### config.mk
export PLATFORM = sky130hd
export DESIGN_NAME = pmf_framer
export DESIGN_NICKNAME = d
export VERILOG_FILES = /design/src/pmf_energy_avg.v /design/src/pmf_framer.v
export VERILOG_INCLUDE_DIRS = /design/src /design/src/src
export SDC_FILE = /design/constraint.sdc
export NUM_CORES = 2
export LEC_CHECK = 0
export BUFFER_PORTS_ARGS = -buffer_cell sky130_fd_sc_hd__buf_2
export CAP_MARGIN = 20
export CORE_MARGIN = 10
export CORE_UTILIZATION = 60
export CTS_BUF_LIST = sky130_fd_sc_hd__clkbuf_8
export CTS_CLUSTER_SIZE = 25
export DETAILED_ROUTE_END_ITERATION = 8
export HOLD_SLACK_MARGIN = 0.08
export PLACE_DENSITY = 0.76
export SYNTH_ARGS = -nofsm -noshare
export SYNTH_HDL_FRONTEND = slang
export SYNTH_SLANG_ARGS = --single-unit
### constraint.sdc
create_clock -name clk -period 10.5 [get_ports clk]
set_input_delay 1.05 -clock clk [delete_from_list [all_inputs] [get_ports clk]]
set_output_delay 1.05 -clock clk [all_outputs]
set_load 0.02 [all_outputs]
### src/pmf_consts.vh
// Purpose: Shared constants of the packet-mode framer and buffer.
// Assumes: Core clock of 200 MHz; one energy sample per microsecond.
// Notes:   Definitions only; included by bare name.
`ifndef PMF_CONSTS_VH
`define PMF_CONSTS_VH

// Clock and timing
`define PMF_CLK_MHZ 200
`define PMF_US_CYC (`PMF_CLK_MHZ * 1)
`define PMF_LQ_WINDOW_US 64
`define PMF_LQ_SAMPLES (`PMF_LQ_WINDOW_US * 1)
`define PMF_CHK_WINDOW_US 128
`define PMF_CHK_SAMPLES (`PMF_CHK_WINDOW_US * 1)

// Buffers and frame layout
`define PMF_BUF_DEPTH 64
`define PMF_BUF_WIDTH 16
`define PMF_PREAMBLE_LEN 3'h4
`define PMF_PREAMBLE_BYTE 8'h00
`define PMF_DELIM_BYTE 8'hA7
`define PMF_MAX_PAYLOAD 7'h7D
`define PMF_FCS_LEN 7'h02
`define PMF_MAX_FRAME 8'h7F
`define PMF_LQ_WORD 6'h3F
`define PMF_CRC_INIT 16'h0000
`define PMF_CRC_POLY_REV 16'h8408

// Host command addresses (command byte bits 6:0, bit 7 = read)
`define PMF_ADDR_CTRL 7'h00
`define PMF_ADDR_STATUS 7'h01
`define PMF_ADDR_TXLEN 7'h02
`define PMF_ADDR_RXLEN 7'h03
`define PMF_ADDR_TXDATA 7'h04
`define PMF_ADDR_RXDATA 7'h05
`define PMF_ADDR_ENERGY 7'h06

// Control word fields
`define PMF_CTRL_TXGO 0
`define PMF_CTRL_RXON 1
`define PMF_CTRL_CHKGO 2
`define PMF_CTRL_CH_LO 4
`define PMF_CTRL_CH_HI 7
`define PMF_CHAN_RESET 4'h0

`endif

### src/pmf_energy_avg.v
// Purpose: Averages an energy level over a fixed window of samples.
// Assumes: SAMPLES is a power of two; level comes from the same clock.
// Notes:   A start while busy restarts the window.
`timescale 1ns/1ps
`default_nettype none
module pmf_energy_avg #(
  parameter integer SAMPLES = 64,
  parameter integer TICK_CYC = 200
) (
  input wire clk,
  input wire rst_n,
  input wire ce,
  input wire start,
  input wire [7:0] level,
  output reg busy,
  output reg done,
  output reg [7:0] result
);
  localparam integer SHIFT = $clog2(SAMPLES);
  localparam integer TW = $clog2(TICK_CYC);
  localparam integer TICK_END = TICK_CYC - 1;
  localparam integer CNT_END = SAMPLES - 1;
  localparam [TW-1:0] TICK_LAST = TICK_END[TW-1:0];
  localparam [SHIFT-1:0] CNT_LAST = CNT_END[SHIFT-1:0];

  reg [TW-1:0] tick_reg;
  reg [SHIFT-1:0] cnt_reg;
  reg [SHIFT+7:0] sum_reg;
  wire [SHIFT+7:0] sum_next = sum_reg + {{SHIFT{1'b0}}, level};

  // One sample per tick; the mean is the sum shifted down
  always @(posedge clk) begin
    if (!rst_n) begin
      busy <= 1'b0;
      done <= 1'b0;
      result <= 8'h00;
      tick_reg <= {TW{1'b0}};
      cnt_reg <= {SHIFT{1'b0}};
      sum_reg <= {(SHIFT+8){1'b0}};
    end else if (ce) begin
      done <= 1'b0;
      if (start) begin
        busy <= 1'b1;
        tick_reg <= {TW{1'b0}};
        cnt_reg <= {SHIFT{1'b0}};
        sum_reg <= {(SHIFT+8){1'b0}};
      end else if (busy) begin
        if (tick_reg == TICK_LAST) begin
          tick_reg <= {TW{1'b0}};
          sum_reg <= sum_next;
          cnt_reg <= cnt_reg + 1'b1;
          if (cnt_reg == CNT_LAST) begin
            busy <= 1'b0;
            done <= 1'b1;
            result <= sum_next[SHIFT+7:SHIFT];
          end
        end else begin
          tick_reg <= tick_reg + 1'b1;
        end
      end
    end
  end
endmodule // pmf_energy_avg
`default_nettype wire

### src/pmf_framer.v
// Purpose: Packet-mode framer with transmit and receive packet buffers.
// Assumes: Host on a mode 0 SPI port; radio byte streams on this clock.
// Notes:   SPI pins are synchronised; SPI clock must stay at or below 8 MHz.
`timescale 1ns/1ps
`default_nettype none
`include "pmf_consts.vh"

// Behaviour
// - Transmit and receive buffers are each 64 words of 16 bits.
// - Payloads of any length up to 125 bytes go both ways.
// - Transmit sends four preamble bytes, a delimiter, then a length byte.
// - Transmit appends a check sequence computed over the payload.
// - Receive checks the two check bytes and reports pass or fail.
// - Receive finds preamble, delimiter and length, then buffers the rest.
// - Link quality is averaged for 64 us after the preamble and buffered.
// - The interrupt for receive rises only once the whole packet is stored.
// - The interrupt rises when the whole packet has been sent.
// - A channel check averages energy and reports the level to the host.
// - All host traffic uses the four-wire SPI port and one interrupt.
// - The host picks one of sixteen channels for both directions.
module pmf_framer (
  input wire clk,
  input wire rst_n,
  input wire ce,
  input wire spiSclk,
  input wire spiSsN,
  input wire spiMosi,
  output reg spiMisoOut,
  output reg spiMisoOe,
  output reg irq,
  output reg [3:0] channelSel,
  output reg rxOn,
  output reg txOn,
  output reg [7:0] txByte,
  output reg txValid,
  input wire txReady,
  input wire [7:0] rxByte,
  input wire rxValid,
  input wire [7:0] energyLevel
);
  localparam [2:0] TX_IDLE = 3'd0, TX_PRE = 3'd1, TX_DELIM = 3'd2,
    TX_LEN = 3'd3, TX_DATA = 3'd4, TX_FCS1 = 3'd5, TX_FCS2 = 3'd6;
  localparam [2:0] RX_IDLE = 3'd0, RX_PRE = 3'd1, RX_DELIM = 3'd2,
    RX_LEN = 3'd3, RX_DATA = 3'd4, RX_FIN = 3'd5;

  // Bit-serial update of the reflected CRC, LSB first
  function [15:0] crcByte;
    input [15:0] c;
    input [7:0] d;
    integer i;
    reg [15:0] r;
    begin
      r = c;
      for (i = 0; i < 8; i = i + 1) begin
        if (r[0] ^ d[i])
          r = (r >> 1) ^ `PMF_CRC_POLY_REV;
        else
          r = r >> 1;
      end
      crcByte = r;
    end
  endfunction

  reg [15:0] txMem [0:`PMF_BUF_DEPTH-1];
  reg [15:0] rxMem [0:`PMF_BUF_DEPTH-1];

  // Pin synchronisers; stage 0 feeds only stage 1
  reg [2:0] sclkSync_reg;
  reg [1:0] ssSync_reg;
  reg [1:0] mosiSync_reg;
  always @(posedge clk) begin
    if (!rst_n) begin
      sclkSync_reg <= 3'h0;
      ssSync_reg <= 2'h3;
      mosiSync_reg <= 2'h0;
    end else if (ce) begin
      sclkSync_reg <= {sclkSync_reg[1:0], spiSclk};
      ssSync_reg <= {ssSync_reg[0], spiSsN};
      mosiSync_reg <= {mosiSync_reg[0], spiMosi};
    end
  end
  wire sclkRise = sclkSync_reg[1] & ~sclkSync_reg[2];
  wire sclkFall = ~sclkSync_reg[1] & sclkSync_reg[2];
  wire ssActive = ~ssSync_reg[1];

  // Host-side state
  reg [14:0] shiftIn_reg;
  reg [15:0] shiftOut_reg;
  reg [3:0] bitCnt_reg;
  reg inData_reg;
  reg cmdRead_reg;
  reg [6:0] cmdAddr_reg;
  reg [6:0] txLen_reg;
  reg [5:0] txWrPtr_reg;
  reg [5:0] rxRdPtr_reg;
  reg txGo_reg;
  reg chkGo_reg;
  reg txFlag_reg, rxFlag_reg, chkFlag_reg;
  // Radio-side state
  reg [2:0] txState_reg;
  reg [6:0] txIdx_reg;
  reg [15:0] txCrc_reg;
  reg txDone_reg;
  reg [2:0] rxState_reg;
  reg [2:0] preCnt_reg;
  reg [6:0] rxIdx_reg;
  reg [6:0] frameLen_reg;
  reg [6:0] rxLen_reg;
  reg [15:0] rxCrc_reg;
  reg crcOk_reg;
  reg rxDone_reg;
  reg lqStart_reg;
  wire chkBusy, chkDone, lqBusy;
  wire [7:0] chkLevel, linkQuality;

  wire [15:0] inWord = {shiftIn_reg, mosiSync_reg[1]};
  wire cmdDone = sclkRise & ~inData_reg & (bitCnt_reg == 4'h7);
  wire wordDone = sclkRise & inData_reg & (bitCnt_reg == 4'hF);
  wire [6:0] rdAddr = inData_reg ? cmdAddr_reg : inWord[6:0];
  wire hostRd = (cmdDone & inWord[7]) | (wordDone & cmdRead_reg);
  wire hostWr = wordDone & ~cmdRead_reg;
  wire txBusy = (txState_reg != TX_IDLE);
  wire stRead = cmdDone & inWord[7] & (inWord[6:0] == `PMF_ADDR_STATUS);

  // Word the host reads next; sampled as the shift-out load
  reg [15:0] rdWord;
  always @* begin
    case (rdAddr)
      `PMF_ADDR_CTRL: rdWord = {8'h00, channelSel, 1'b0, chkBusy, rxOn,
        txBusy};
      `PMF_ADDR_STATUS: rdWord = {9'h000, chkBusy, txBusy, crcOk_reg,
        chkFlag_reg, rxFlag_reg, txFlag_reg, rxOn};
      `PMF_ADDR_TXLEN: rdWord = {9'h000, txLen_reg};
      `PMF_ADDR_RXLEN: rdWord = {9'h000, rxLen_reg};
      `PMF_ADDR_RXDATA: rdWord = rxMem[rxRdPtr_reg + {5'h00, wordDone}];
      `PMF_ADDR_ENERGY: rdWord = {linkQuality, chkLevel};
      default: rdWord = 16'h0000;
    endcase
  end

  // SPI slave: 8-bit command, then 16-bit words MSB first
  always @(posedge clk) begin
    if (!rst_n) begin
      shiftIn_reg <= 15'h0000;
      shiftOut_reg <= 16'h0000;
      bitCnt_reg <= 4'h0;
      inData_reg <= 1'b0;
      cmdRead_reg <= 1'b0;
      cmdAddr_reg <= 7'h00;
      spiMisoOut <= 1'b0;
      spiMisoOe <= 1'b0;
    end else if (ce) begin
      spiMisoOe <= ssActive;
      if (!ssActive) begin
        bitCnt_reg <= 4'h0;
        inData_reg <= 1'b0;
        spiMisoOut <= 1'b0;
      end else begin
        if (sclkRise) begin
          shiftIn_reg <= inWord[14:0];
          bitCnt_reg <= (cmdDone | wordDone) ? 4'h0 : bitCnt_reg + 4'h1;
        end
        if (cmdDone) begin
          inData_reg <= 1'b1;
          cmdRead_reg <= inWord[7];
          cmdAddr_reg <= inWord[6:0];
        end
        if (hostRd)
          shiftOut_reg <= rdWord;
        else if (sclkFall && inData_reg)
          shiftOut_reg <= {shiftOut_reg[14:0], 1'b0};
        if (sclkFall)
          spiMisoOut <= inData_reg & shiftOut_reg[15];
      end
    end
  end

  // Host writes: transmit buffer fill, ignored while sending
  always @(posedge clk) begin
    if (ce && hostWr && rdAddr == `PMF_ADDR_TXDATA && !txBusy)
      txMem[txWrPtr_reg] <= inWord;
  end

  // Host control, event flags and interrupt
  always @(posedge clk) begin
    if (!rst_n) begin
      channelSel <= `PMF_CHAN_RESET;
      rxOn <= 1'b0;
      txLen_reg <= 7'h00;
      txWrPtr_reg <= 6'h00;
      rxRdPtr_reg <= 6'h00;
      txGo_reg <= 1'b0;
      chkGo_reg <= 1'b0;
      txFlag_reg <= 1'b0;
      rxFlag_reg <= 1'b0;
      chkFlag_reg <= 1'b0;
      irq <= 1'b0;
    end else if (ce) begin
      txGo_reg <= 1'b0;
      chkGo_reg <= 1'b0;
      if (rxDone_reg)
        rxOn <= 1'b0; // Hold the stored packet until the host re-arms
      if (hostWr) begin
        case (rdAddr)
          `PMF_ADDR_CTRL: begin
            channelSel <= inWord[`PMF_CTRL_CH_HI:`PMF_CTRL_CH_LO];
            rxOn <= inWord[`PMF_CTRL_RXON];
            txGo_reg <= inWord[`PMF_CTRL_TXGO];
            chkGo_reg <= inWord[`PMF_CTRL_CHKGO];
          end
          `PMF_ADDR_TXLEN: begin
            if (!txBusy) begin
              txLen_reg <= inWord[6:0];
              txWrPtr_reg <= 6'h00;
            end
          end
          `PMF_ADDR_TXDATA: begin
            if (!txBusy)
              txWrPtr_reg <= txWrPtr_reg + 6'h01;
          end
          default: begin
          end
        endcase
      end
      if (hostRd && rdAddr == `PMF_ADDR_RXLEN)
        rxRdPtr_reg <= 6'h00;
      else if (wordDone && cmdRead_reg && rdAddr == `PMF_ADDR_RXDATA)
        rxRdPtr_reg <= rxRdPtr_reg + 6'h01;
      // A new event wins over a status read in the same cycle
      txFlag_reg <= (txFlag_reg & ~stRead) | txDone_reg;
      rxFlag_reg <= (rxFlag_reg & ~stRead) | rxDone_reg;
      chkFlag_reg <= (chkFlag_reg & ~stRead) | chkDone;
      irq <= ((txFlag_reg | rxFlag_reg | chkFlag_reg) & ~stRead) |
        txDone_reg | rxDone_reg | chkDone;
    end
  end

  // Transmit framer
  wire txAccept = txValid & txReady;
  wire [6:0] txRdIdx = (txState_reg == TX_LEN) ? 7'h00 : txIdx_reg + 7'h01;
  wire [15:0] txRdWord = txMem[txRdIdx[6:1]];
  wire [7:0] txRdByte = txRdIdx[0] ? txRdWord[15:8] : txRdWord[7:0];
  wire [15:0] txCrcNext = crcByte(txCrc_reg, txByte);
  always @(posedge clk) begin
    if (!rst_n) begin
      txState_reg <= TX_IDLE;
      txIdx_reg <= 7'h00;
      txCrc_reg <= `PMF_CRC_INIT;
      txByte <= 8'h00;
      txValid <= 1'b0;
      txOn <= 1'b0;
      txDone_reg <= 1'b0;
    end else if (ce) begin
      txDone_reg <= 1'b0;
      case (txState_reg)
        TX_IDLE: begin
          // Lengths above the payload limit are never sent
          if (txGo_reg && txLen_reg <= `PMF_MAX_PAYLOAD) begin
            txState_reg <= TX_PRE;
            txIdx_reg <= 7'h00;
            txCrc_reg <= `PMF_CRC_INIT;
            txByte <= `PMF_PREAMBLE_BYTE;
            txValid <= 1'b1;
            txOn <= 1'b1;
          end
        end
        TX_PRE: if (txAccept) begin
          if (txIdx_reg[2:0] == `PMF_PREAMBLE_LEN - 3'h1) begin
            txByte <= `PMF_DELIM_BYTE;
            txState_reg <= TX_DELIM;
          end else begin
            txIdx_reg <= txIdx_reg + 7'h01;
          end
        end
        TX_DELIM: if (txAccept) begin
          txByte <= {1'b0, txLen_reg + `PMF_FCS_LEN};
          txState_reg <= TX_LEN;
        end
        TX_LEN: if (txAccept) begin
          txIdx_reg <= 7'h00;
          if (txLen_reg == 7'h00) begin
            txByte <= txCrc_reg[7:0];
            txState_reg <= TX_FCS1;
          end else begin
            txByte <= txRdByte;
            txState_reg <= TX_DATA;
          end
        end
        TX_DATA: if (txAccept) begin
          txCrc_reg <= txCrcNext;
          if (txIdx_reg == txLen_reg - 7'h01) begin
            txByte <= txCrcNext[7:0];
            txState_reg <= TX_FCS1;
          end else begin
            txIdx_reg <= txIdx_reg + 7'h01;
            txByte <= txRdByte;
          end
        end
        TX_FCS1: if (txAccept) begin
          txByte <= txCrc_reg[15:8];
          txState_reg <= TX_FCS2;
        end
        TX_FCS2: if (txAccept) begin
          txValid <= 1'b0;
          txOn <= 1'b0;
          txDone_reg <= 1'b1;
          txState_reg <= TX_IDLE;
        end
        default: txState_reg <= TX_IDLE;
      endcase
    end
  end

  // Receive deframer; bytes land low lane first
  wire [5:0] rxWordIdx = rxIdx_reg[6:1];
  always @(posedge clk) begin
    if (ce && rxState_reg == RX_DATA && rxValid) begin
      if (rxIdx_reg[0])
        rxMem[rxWordIdx] <= {rxByte, rxMem[rxWordIdx][7:0]};
      else
        rxMem[rxWordIdx] <= {rxMem[rxWordIdx][15:8], rxByte};
    end else if (ce && rxState_reg == RX_FIN && !lqBusy) begin
      rxMem[`PMF_LQ_WORD] <= {linkQuality, rxMem[`PMF_LQ_WORD][7:0]};
    end
  end

  always @(posedge clk) begin
    if (!rst_n) begin
      rxState_reg <= RX_IDLE;
      preCnt_reg <= 3'h0;
      rxIdx_reg <= 7'h00;
      frameLen_reg <= 7'h00;
      rxLen_reg <= 7'h00;
      rxCrc_reg <= `PMF_CRC_INIT;
      crcOk_reg <= 1'b0;
      rxDone_reg <= 1'b0;
      lqStart_reg <= 1'b0;
    end else if (ce) begin
      rxDone_reg <= 1'b0;
      lqStart_reg <= 1'b0;
      if (!rxOn && rxState_reg != RX_FIN) begin
        rxState_reg <= RX_IDLE; // Host turned receive off mid-frame
      end else begin
        case (rxState_reg)
          RX_IDLE: begin
            if (rxOn && !rxDone_reg) begin
              rxState_reg <= RX_PRE;
              preCnt_reg <= 3'h0;
            end
          end
          RX_PRE: if (rxValid) begin
            if (rxByte != `PMF_PREAMBLE_BYTE) begin
              preCnt_reg <= 3'h0;
            end else if (preCnt_reg == `PMF_PREAMBLE_LEN - 3'h1) begin
              rxState_reg <= RX_DELIM;
              lqStart_reg <= 1'b1;
            end else begin
              preCnt_reg <= preCnt_reg + 3'h1;
            end
          end
          RX_DELIM: if (rxValid) begin
            if (rxByte == `PMF_DELIM_BYTE) begin
              rxState_reg <= RX_LEN;
            end else if (rxByte != `PMF_PREAMBLE_BYTE) begin
              rxState_reg <= RX_PRE;
              preCnt_reg <= 3'h0;
            end
          end
          RX_LEN: if (rxValid) begin
            // Too long, or too short to hold the check bytes
            if (rxByte > `PMF_MAX_FRAME ||
                rxByte < {1'b0, `PMF_FCS_LEN}) begin
              rxState_reg <= RX_PRE;
              preCnt_reg <= 3'h0;
            end else begin
              frameLen_reg <= rxByte[6:0];
              rxIdx_reg <= 7'h00;
              rxCrc_reg <= `PMF_CRC_INIT;
              rxState_reg <= RX_DATA;
            end
          end
          RX_DATA: if (rxValid) begin
            rxCrc_reg <= crcByte(rxCrc_reg, rxByte);
            if (rxIdx_reg == frameLen_reg - 7'h01)
              rxState_reg <= RX_FIN;
            else
              rxIdx_reg <= rxIdx_reg + 7'h01;
          end
          RX_FIN: begin
            // Wait for the quality window, then announce the packet
            if (!lqBusy) begin
              rxLen_reg <= frameLen_reg - `PMF_FCS_LEN;
              crcOk_reg <= (rxCrc_reg == `PMF_CRC_INIT);
              rxDone_reg <= 1'b1;
              rxState_reg <= RX_IDLE;
            end
          end
          default: rxState_reg <= RX_IDLE;
        endcase
      end
    end
  end

  // Energy averagers for the channel check and for link quality
  pmf_energy_avg #(
    .SAMPLES(`PMF_CHK_SAMPLES),
    .TICK_CYC(`PMF_US_CYC)
  ) chkAvg (
    .clk(clk),
    .rst_n(rst_n),
    .ce(ce),
    .start(chkGo_reg),
    .level(energyLevel),
    .busy(chkBusy),
    .done(chkDone),
    .result(chkLevel)
  );

  pmf_energy_avg #(
    .SAMPLES(`PMF_LQ_SAMPLES),
    .TICK_CYC(`PMF_US_CYC)
  ) lqAvg (
    .clk(clk),
    .rst_n(rst_n),
    .ce(ce),
    .start(lqStart_reg),
    .level(energyLevel),
    .busy(lqBusy),
    .done(),
    .result(linkQuality)
  );
endmodule // pmf_framer
`default_nettype wire
# Word level (Yosys, flattened, before mapping)
# Memories as Yosys holds them, arrays and structs flattened.
# Cells that the tools add are included.
[word_totals] in_bits=24 reg_bits=242 mem_count=2 ram_bits=2048 word_cells=481 out_inout_bits=18
[mem_list] memory="rxMem" depth=64 word_bits=16 read_ports=1 rd_clocked_by_memory_dff=0 wr=1 line="pmf_framer.v:65" source="reg [15:0] rxMem [0:`PMF_BUF_DEPTH-1];"
[mem_list] memory="txMem" depth=64 word_bits=16 read_ports=1 rd_clocked_by_memory_dff=0 wr=1 line="pmf_framer.v:64" source="reg [15:0] txMem [0:`PMF_BUF_DEPTH-1];"
[classes] n_reduce_logical=73 bitwise_logic=72 order_cmp=3 mux=199 addsub=17 n_eq_ne=67
[ops] cell="$mux 16" n=59
[ops] cell="$mux 8" n=18
[ops] cell="$mux 7" n=15
[ops] cell="$pmux 16 s6" n=1
[ops] cell="$mux 3" n=31
[ops] cell="$pmux 16 s2" n=2
[ops] cell="$mux 6" n=8
[ops] cell="$not 2->3" n=16
[ops] cell="$pmux 8 s6" n=1
[ops] cell="$mux 1" n=47
[ops] cell="$ne 2x2->1 const B" n=23
[ops] cell="$mux 15" n=3
[ops] cell="$mux 14" n=3
[ops] cell="$pmux 7 s4" n=1
[ops] cell="$ne 3x3->1 const B" n=9
[ops] cell="$reduce_bool 2->1" n=13
[ops] cell="$eq 8x8->1 const B" n=3
[ops] cell="$reduce_and 11->1" n=2
[ops] cell="$add 7x1->7 const B" n=3
[ops] cell="$eq 7x3->1 const B" n=3
[ops] cell="$pmux 3 s7" n=1
[ops] cell="$reduce_and 5->1" n=4
[ops] cell="$add 6x1->6 const B" n=3
[ops] cell="$eq 3x2->1 const B" n=6
[ops] cell="other kinds (55)" n=156

# Longest topological paths before layout
[logic_depth] ltp_word=53 depth_mapped=16 ltp_nobuf=13

# By module
# Synthesis repeated with hierarchy kept, for this count alone.
[hier_totals] hier_cells=6111 hier_area_um2=94299.2
[modules_own_cells] module="pmf_framer" cells_each=5630 seq_area_each_um2=64802.2 area_per_inst_um2=90130.2 instances=1
[modules_own_cells] module="pmf_energy_avg (chkAvg)" cells_each=247 seq_area_each_um2=800.8 area_per_inst_um2=2137.0 instances=1
[modules_own_cells] module="pmf_energy_avg (lqAvg)" cells_each=234 seq_area_each_um2=760.7 area_per_inst_um2=2031.9 instances=1

# Worst setup path after synthesis
# OpenSTA, ideal clock, no wires.
[synth_timing] kind="input-to-reg" from="input ce" to="memory rxMem[0][13] (data pin)" n_path_buf=3 required_time_ps=10152 path_slack_ps=6398 arrival_ps=3754 setup_ps=348 cell_stages=7 cell_sequence="inv_1 -> clkbuf_1 -> or3_1 -> clkbuf_1 -> clkbuf_1 -> and2_1 -> a21o_1"
[synth_via] elab_chain_len=8 elab_cells_between_ends=10 classes_between="mux: 4; reduce/logical: 6"
[synth_rtl] element="from (decl)" line="pmf_framer.v:24" source="input wire ce,"
[synth_rtl] element="$logic_and 1x1->1 (2 in series)" line="pmf_framer.v:322" source="end else if (ce && rxState_reg == RX_FIN && !lqBusy) begin"
[synth_rtl] element="$mux 1" line="pmf_framer.v:322"
[synth_rtl] element="$mux 1 *" line="pmf_framer.v:317" source="if (ce && rxState_reg == RX_DATA && rxValid) begin"
[synth_rtl] element="$mux 1 *" line="pmf_framer.v:323" source="rxMem[`PMF_LQ_WORD] <= {linkQuality, rxMem[`PMF_LQ_WORD][7:0]};"
[synth_rtl] element="$reduce_and 2->1 (no source line)"
[synth_rtl] element="$reduce_or 16->1 (no source line) *"
[synth_rtl] element="$mux 16 (no source line) *"
[synth_rtl] element="to (decl)" line="pmf_framer.v:65"
# Mark *: on every way between the ends. The rest lies on a longest branch, timed or not. The select of a mux whose other input is x is not followed.

# Final worst setup path
[layout_timing] from="register txState_reg[2]" to="register txByte[1]"
[layout_via] elab_chain_len=7 elab_cells_between_ends=23 classes_between="eq/ne: 12; mux: 7; reduce/logical: 3; memory: 1"
[layout_rtl] element="from (decl)" line="pmf_framer.v:100" source="reg [2:0] txState_reg;"
[layout_rtl] element="from (signal assigned)" line="pmf_framer.v:246" source="txState_reg <= TX_IDLE;"
[layout_rtl] element="from (signal assigned)" line="pmf_framer.v:259" source="txState_reg <= TX_PRE;"
[layout_rtl] element="from (signal assigned)" line="pmf_framer.v:270" source="txState_reg <= TX_DELIM;"
[layout_rtl] element="$eq 3x2->1" line="pmf_framer.v:240, pmf_framer.v:255"
[layout_rtl] element="$mux 7" line="pmf_framer.v:240" source="wire [6:0] txRdIdx = (txState_reg == TX_LEN) ? 7'h00 : txIdx_reg + 7'h01;"
[layout_rtl] element="$mem_v2 64x16"
[layout_rtl] element="$mux 8" line="pmf_framer.v:242" source="wire [7:0] txRdByte = txRdIdx[0] ? txRdWord[15:8] : txRdWord[7:0];"
[layout_rtl] element="$mux 8, on equally long branches" line="pmf_framer.v:291, pmf_framer.v:281"
[layout_rtl] element="$mux 8, on equally long branches" line="pmf_framer.v:289, pmf_framer.v:279"
[layout_rtl] element="$pmux 8 s6" line="pmf_framer.v:255" source="case (txState_reg)"
[layout_rtl] element="to (signal assigned)" line="pmf_framer.v:262" source="txByte <= `PMF_PREAMBLE_BYTE;"
[layout_rtl] element="to (signal assigned)" line="pmf_framer.v:292" source="txByte <= txCrcNext[7:0];"
[layout_rtl] element="to (signal assigned)" line="pmf_framer.v:296" source="txByte <= txRdByte;"
[layout_rtl] element="to (decl)" line="pmf_framer.v:34" source="output reg [7:0] txByte,"
# Several ways; a longest one is shown, not always the timed one. The select of a mux whose other input is x is not followed.
# A chain may end at the register's enable or synchronous reset.

==> out/metrics.cfg <==
[outcome]
status = finished, final reports clean

[placed_design]
place_congestion = 0.951
place_hpwl_mm = 146
port_buffers = 41
post-place-ws_ns = 5.38
dpl.cell_count = 8157
place_area_um2 = 96600

[timing]
period_share_pct = 51.5
slew_headroom_pct = 20.8
setup_tns_ns = 0
hold_viol = 0
min_period_ns = 5.41
rsz0062_at_grt = no
skew_ns = 0.0623
tightest_slew_ns = 1.18
fmax_ghz = 0.185
setup_viol = 0
worst_slack_ns = 5.09
slew_violations = 0

[clock_tree]
ctsLongestPathBuffers = 4
clock_latency_ns = 1.04
cts_tree = done
numClockSinks = 2290
cts_resized = 0
cts_made_buffers = 359
cts.clk_slew.worst_paths_ns = 0.07
ctsRootBufferMaster = clkbuf_8
cts_hold_buf = 0
cts_setup_buffers = 0
h-tree-depth = 5

[critical_path]
critical_path_class = flip-flop to flip-flop
rr_endpoint = txByte[1]
rr_worst_depth = 11
worstSetupStartpoint = txState_reg[2]
path_max_fanout = 46
worstPathArrival_ns = 6.38
cp-endpoint = txByte[1]
crit-reg2reg-launch = txState_reg[2]
critical_path.startpoint_type = flip-flop
required_ns = 11.47
end_kind = flip-flop
ff2ff_setup_slack_ns = 5.09

[grt]
grt_start_max_net_pins = 153
first_global_vias = 57700
grt_overflow_total = 0
grt_pass1_wl_mm = 369
antenna_found_initial = 5
grtUsageTotal_pct = 28.0

[pwr]
p_leak_nw = 33.6
swShare_pct = 20.7
pwr-share-clk_pct = 40.2
vdd_drop_max_mv = 0.125
power.switching_mw = 3.46
p_int_mw = 13.2
power_frac_seq_pct = 58.9
p_comb_share_pct = 0.9
power_density_nw_per_um2 = 162

[worst_hold_path]
hp-class = input port to flip-flop

[finish]
fin_cells = 8784
final_util_pct = 65.9
reg_top3 = rxMem: 1024 flops, txMem: 1024 flops
area_growth_pct = 9.13
final_area_um2 = 103000
multi_input_comb_area_um2 = 26000
register_area_um2 = 66400
fin_nets = 6532
fillCellCount = 10400
layout-drive-gt1-share_pct = 15.5

[die]
dieArea_um2 = 173000
core_um2 = 156000
start_util_pct = 60.4
row_count = 145
fp.dieW_um = 417
die_h_um = 417
ios = 42

[routing]
drtIter0Drc = 9064
drcViolationCount = 0
wirelength_mm = 248
antenna_left = 0
first_pass_iters = 6
num_vias = 59000
wl_per_cell_um = 28.3
viasPerCell = 6.72

[synthesis]
synth_top_area_share_pct = 65.2
ys_seq_area_share_pct = 70.3
yosysWarnings = 0
syn-cell-area_um2 = 94300
synth-seq-cells = 2290
synth_flop_cell = edfxtp_1
syn_avg_cell_area_um2 = 14.9
synth_edf_count = 2048
synth_cells = 6330
syn-num-nets = 6395
synth_area_leaders = edfxtp_1, mux4_2, dfxtp_1, nand2_1, mux2i_1
async_flop_share_pct = 0
synth.distinct_cells = 101
synth.largest_area_cell = edfxtp_1

[run]
maxCapViolCount = 0

[per-layer routing]
layer / global-route usage, % / routed length, um / up-vias
met2: 44.2 / 117000 / 4192
met5: 0 / 13 / -
met1: 37.2 / 89700 / 29100
met4: 14.6 / 14600 / 2
li1: - / - / 24900
met3: 5.43 / 27400 / 815
[metrics by stage]
step / hold slack [ns] / total power, mW
detailed placement: 0.444 / 10.2
global placement: 0.439 / 10.2
global route: 0.278 / 17.2
CTS: 0.231 / 16.8
floorplan: 0.429 / 10.1
finish: 0.297 / 16.7
[synth_stat cells, types with 28 or more instances]
library cell and number:
buf_1 28, mux4_2 279, mux2i_1 173, inv_1 35, o22ai_1 64, a211oi_1 84, nor2_1 451, ha_1 39
nand2b_1 46, nand2_1 716, mux2_2 38, a221oi_1 76, a311oi_1 61, nand4_1 37, dfxtp_1 242, and2_1 29
and3_1 55, buf_2 153, xnor2_1 75, o21ai_0 183, nor3_1 111, or3_1 32, nor4_1 28, a31oi_1 93
buf_4 46, nand3_1 196, xor2_1 58, edfxtp_1 2048, nor2b_1 37, a21oi_1 256, clkbuf_1 180, a22oi_1 28
[layout make-up]
cell class                 count  share of cell area, %
tap                         2058                   2.50
clock inverter               239                   1.02
timing repair buffer         205                   1.58
antenna                        4                0.00972
inverter                      39                  0.145
sequential                  2290                   64.5
clock buffer                 377                   5.04
multi-input combinational   3572                   25.2
[placed cells by master, fill, tap and decap left out, types with 76 or more instances in the layout]
master       n
a211oi_1    84
nand3_1    196
o21ai_0    183
nand2_1    713
a221oi_1    76
inv_1      154
nor3_1     108
mux4_2     279
a31oi_1     92
clkbuf_8   377
buf_4      148
mux2i_1    173
edfxtp_1  2048
nor2_1     448
a21oi_1    255
dfxtp_1    226
[worst min path at each step]
stage                                  from           endpoint  slack, ns  depth (start not counted)
after floorplan           chkAvg.sum_reg[3]  chkAvg.sum_reg[3]       0.43                          2
after global placement       cmdAddr_reg[3]     cmdAddr_reg[3]       0.44                          2
after detailed placement     cmdAddr_reg[3]     cmdAddr_reg[3]       0.44                          2
after CTS                           spiSclk    sclkSync_reg[0]       0.23                          3
after global routing                spiSclk    sclkSync_reg[0]       0.28                          3
final                               spiSclk    sclkSync_reg[0]       0.30                          3
[cell families (layout without fill, tap and decap cells)]
kind of cell | count (synthesis) | in the layout | synth area share (%)
AND/OR/NAND/NOR | 1804 | 1804 | 8.61
XOR/XNOR | 137 | 137 | 1.30
buffers and inverters | 468 | 860 | 2.41
other | 0 | 4 | 0
adder cells (fa/ha/maj) | 41 | 41 | 0.560
flip-flops | 2290 | 2290 | 70.3
multiplexers | 490 | 490 | 8.95
AO/OA/AOI/OAI | 1100 | 1100 | 7.84
[power by group through the flow]
| stage | combinational (mW) | clock [mW] | sequential, mW |
|---|---|---|---|
| after global routing | 0.154 | 7.18 | 9.84 |
| after detailed placement | 0.137 | 0 | 10.0 |
| after floorplan | 0.0705 | 0 | 10.0 |
| after global placement | 0.129 | 0 | 10.0 |
| after CTS | 0.137 | 6.77 | 9.85 |
| final | 0.143 | 6.72 | 9.85 |
[worst max-delay path, stage by stage (launching register included)]
cell and delay [ns]:
dfxtp_1 0.80, nand3b_4 0.70, buf_4 0.74, nand4_4 0.73
buf_4 0.52, nor2_1 0.43, o2bb2ai_1 0.17, a211o_1 0.11
o21ai_0 0.16, or4_1 0.57, a31oi_1 0.21, o221a_1 0.19
No activity file was read; power rests on OpenSTA's default activity.
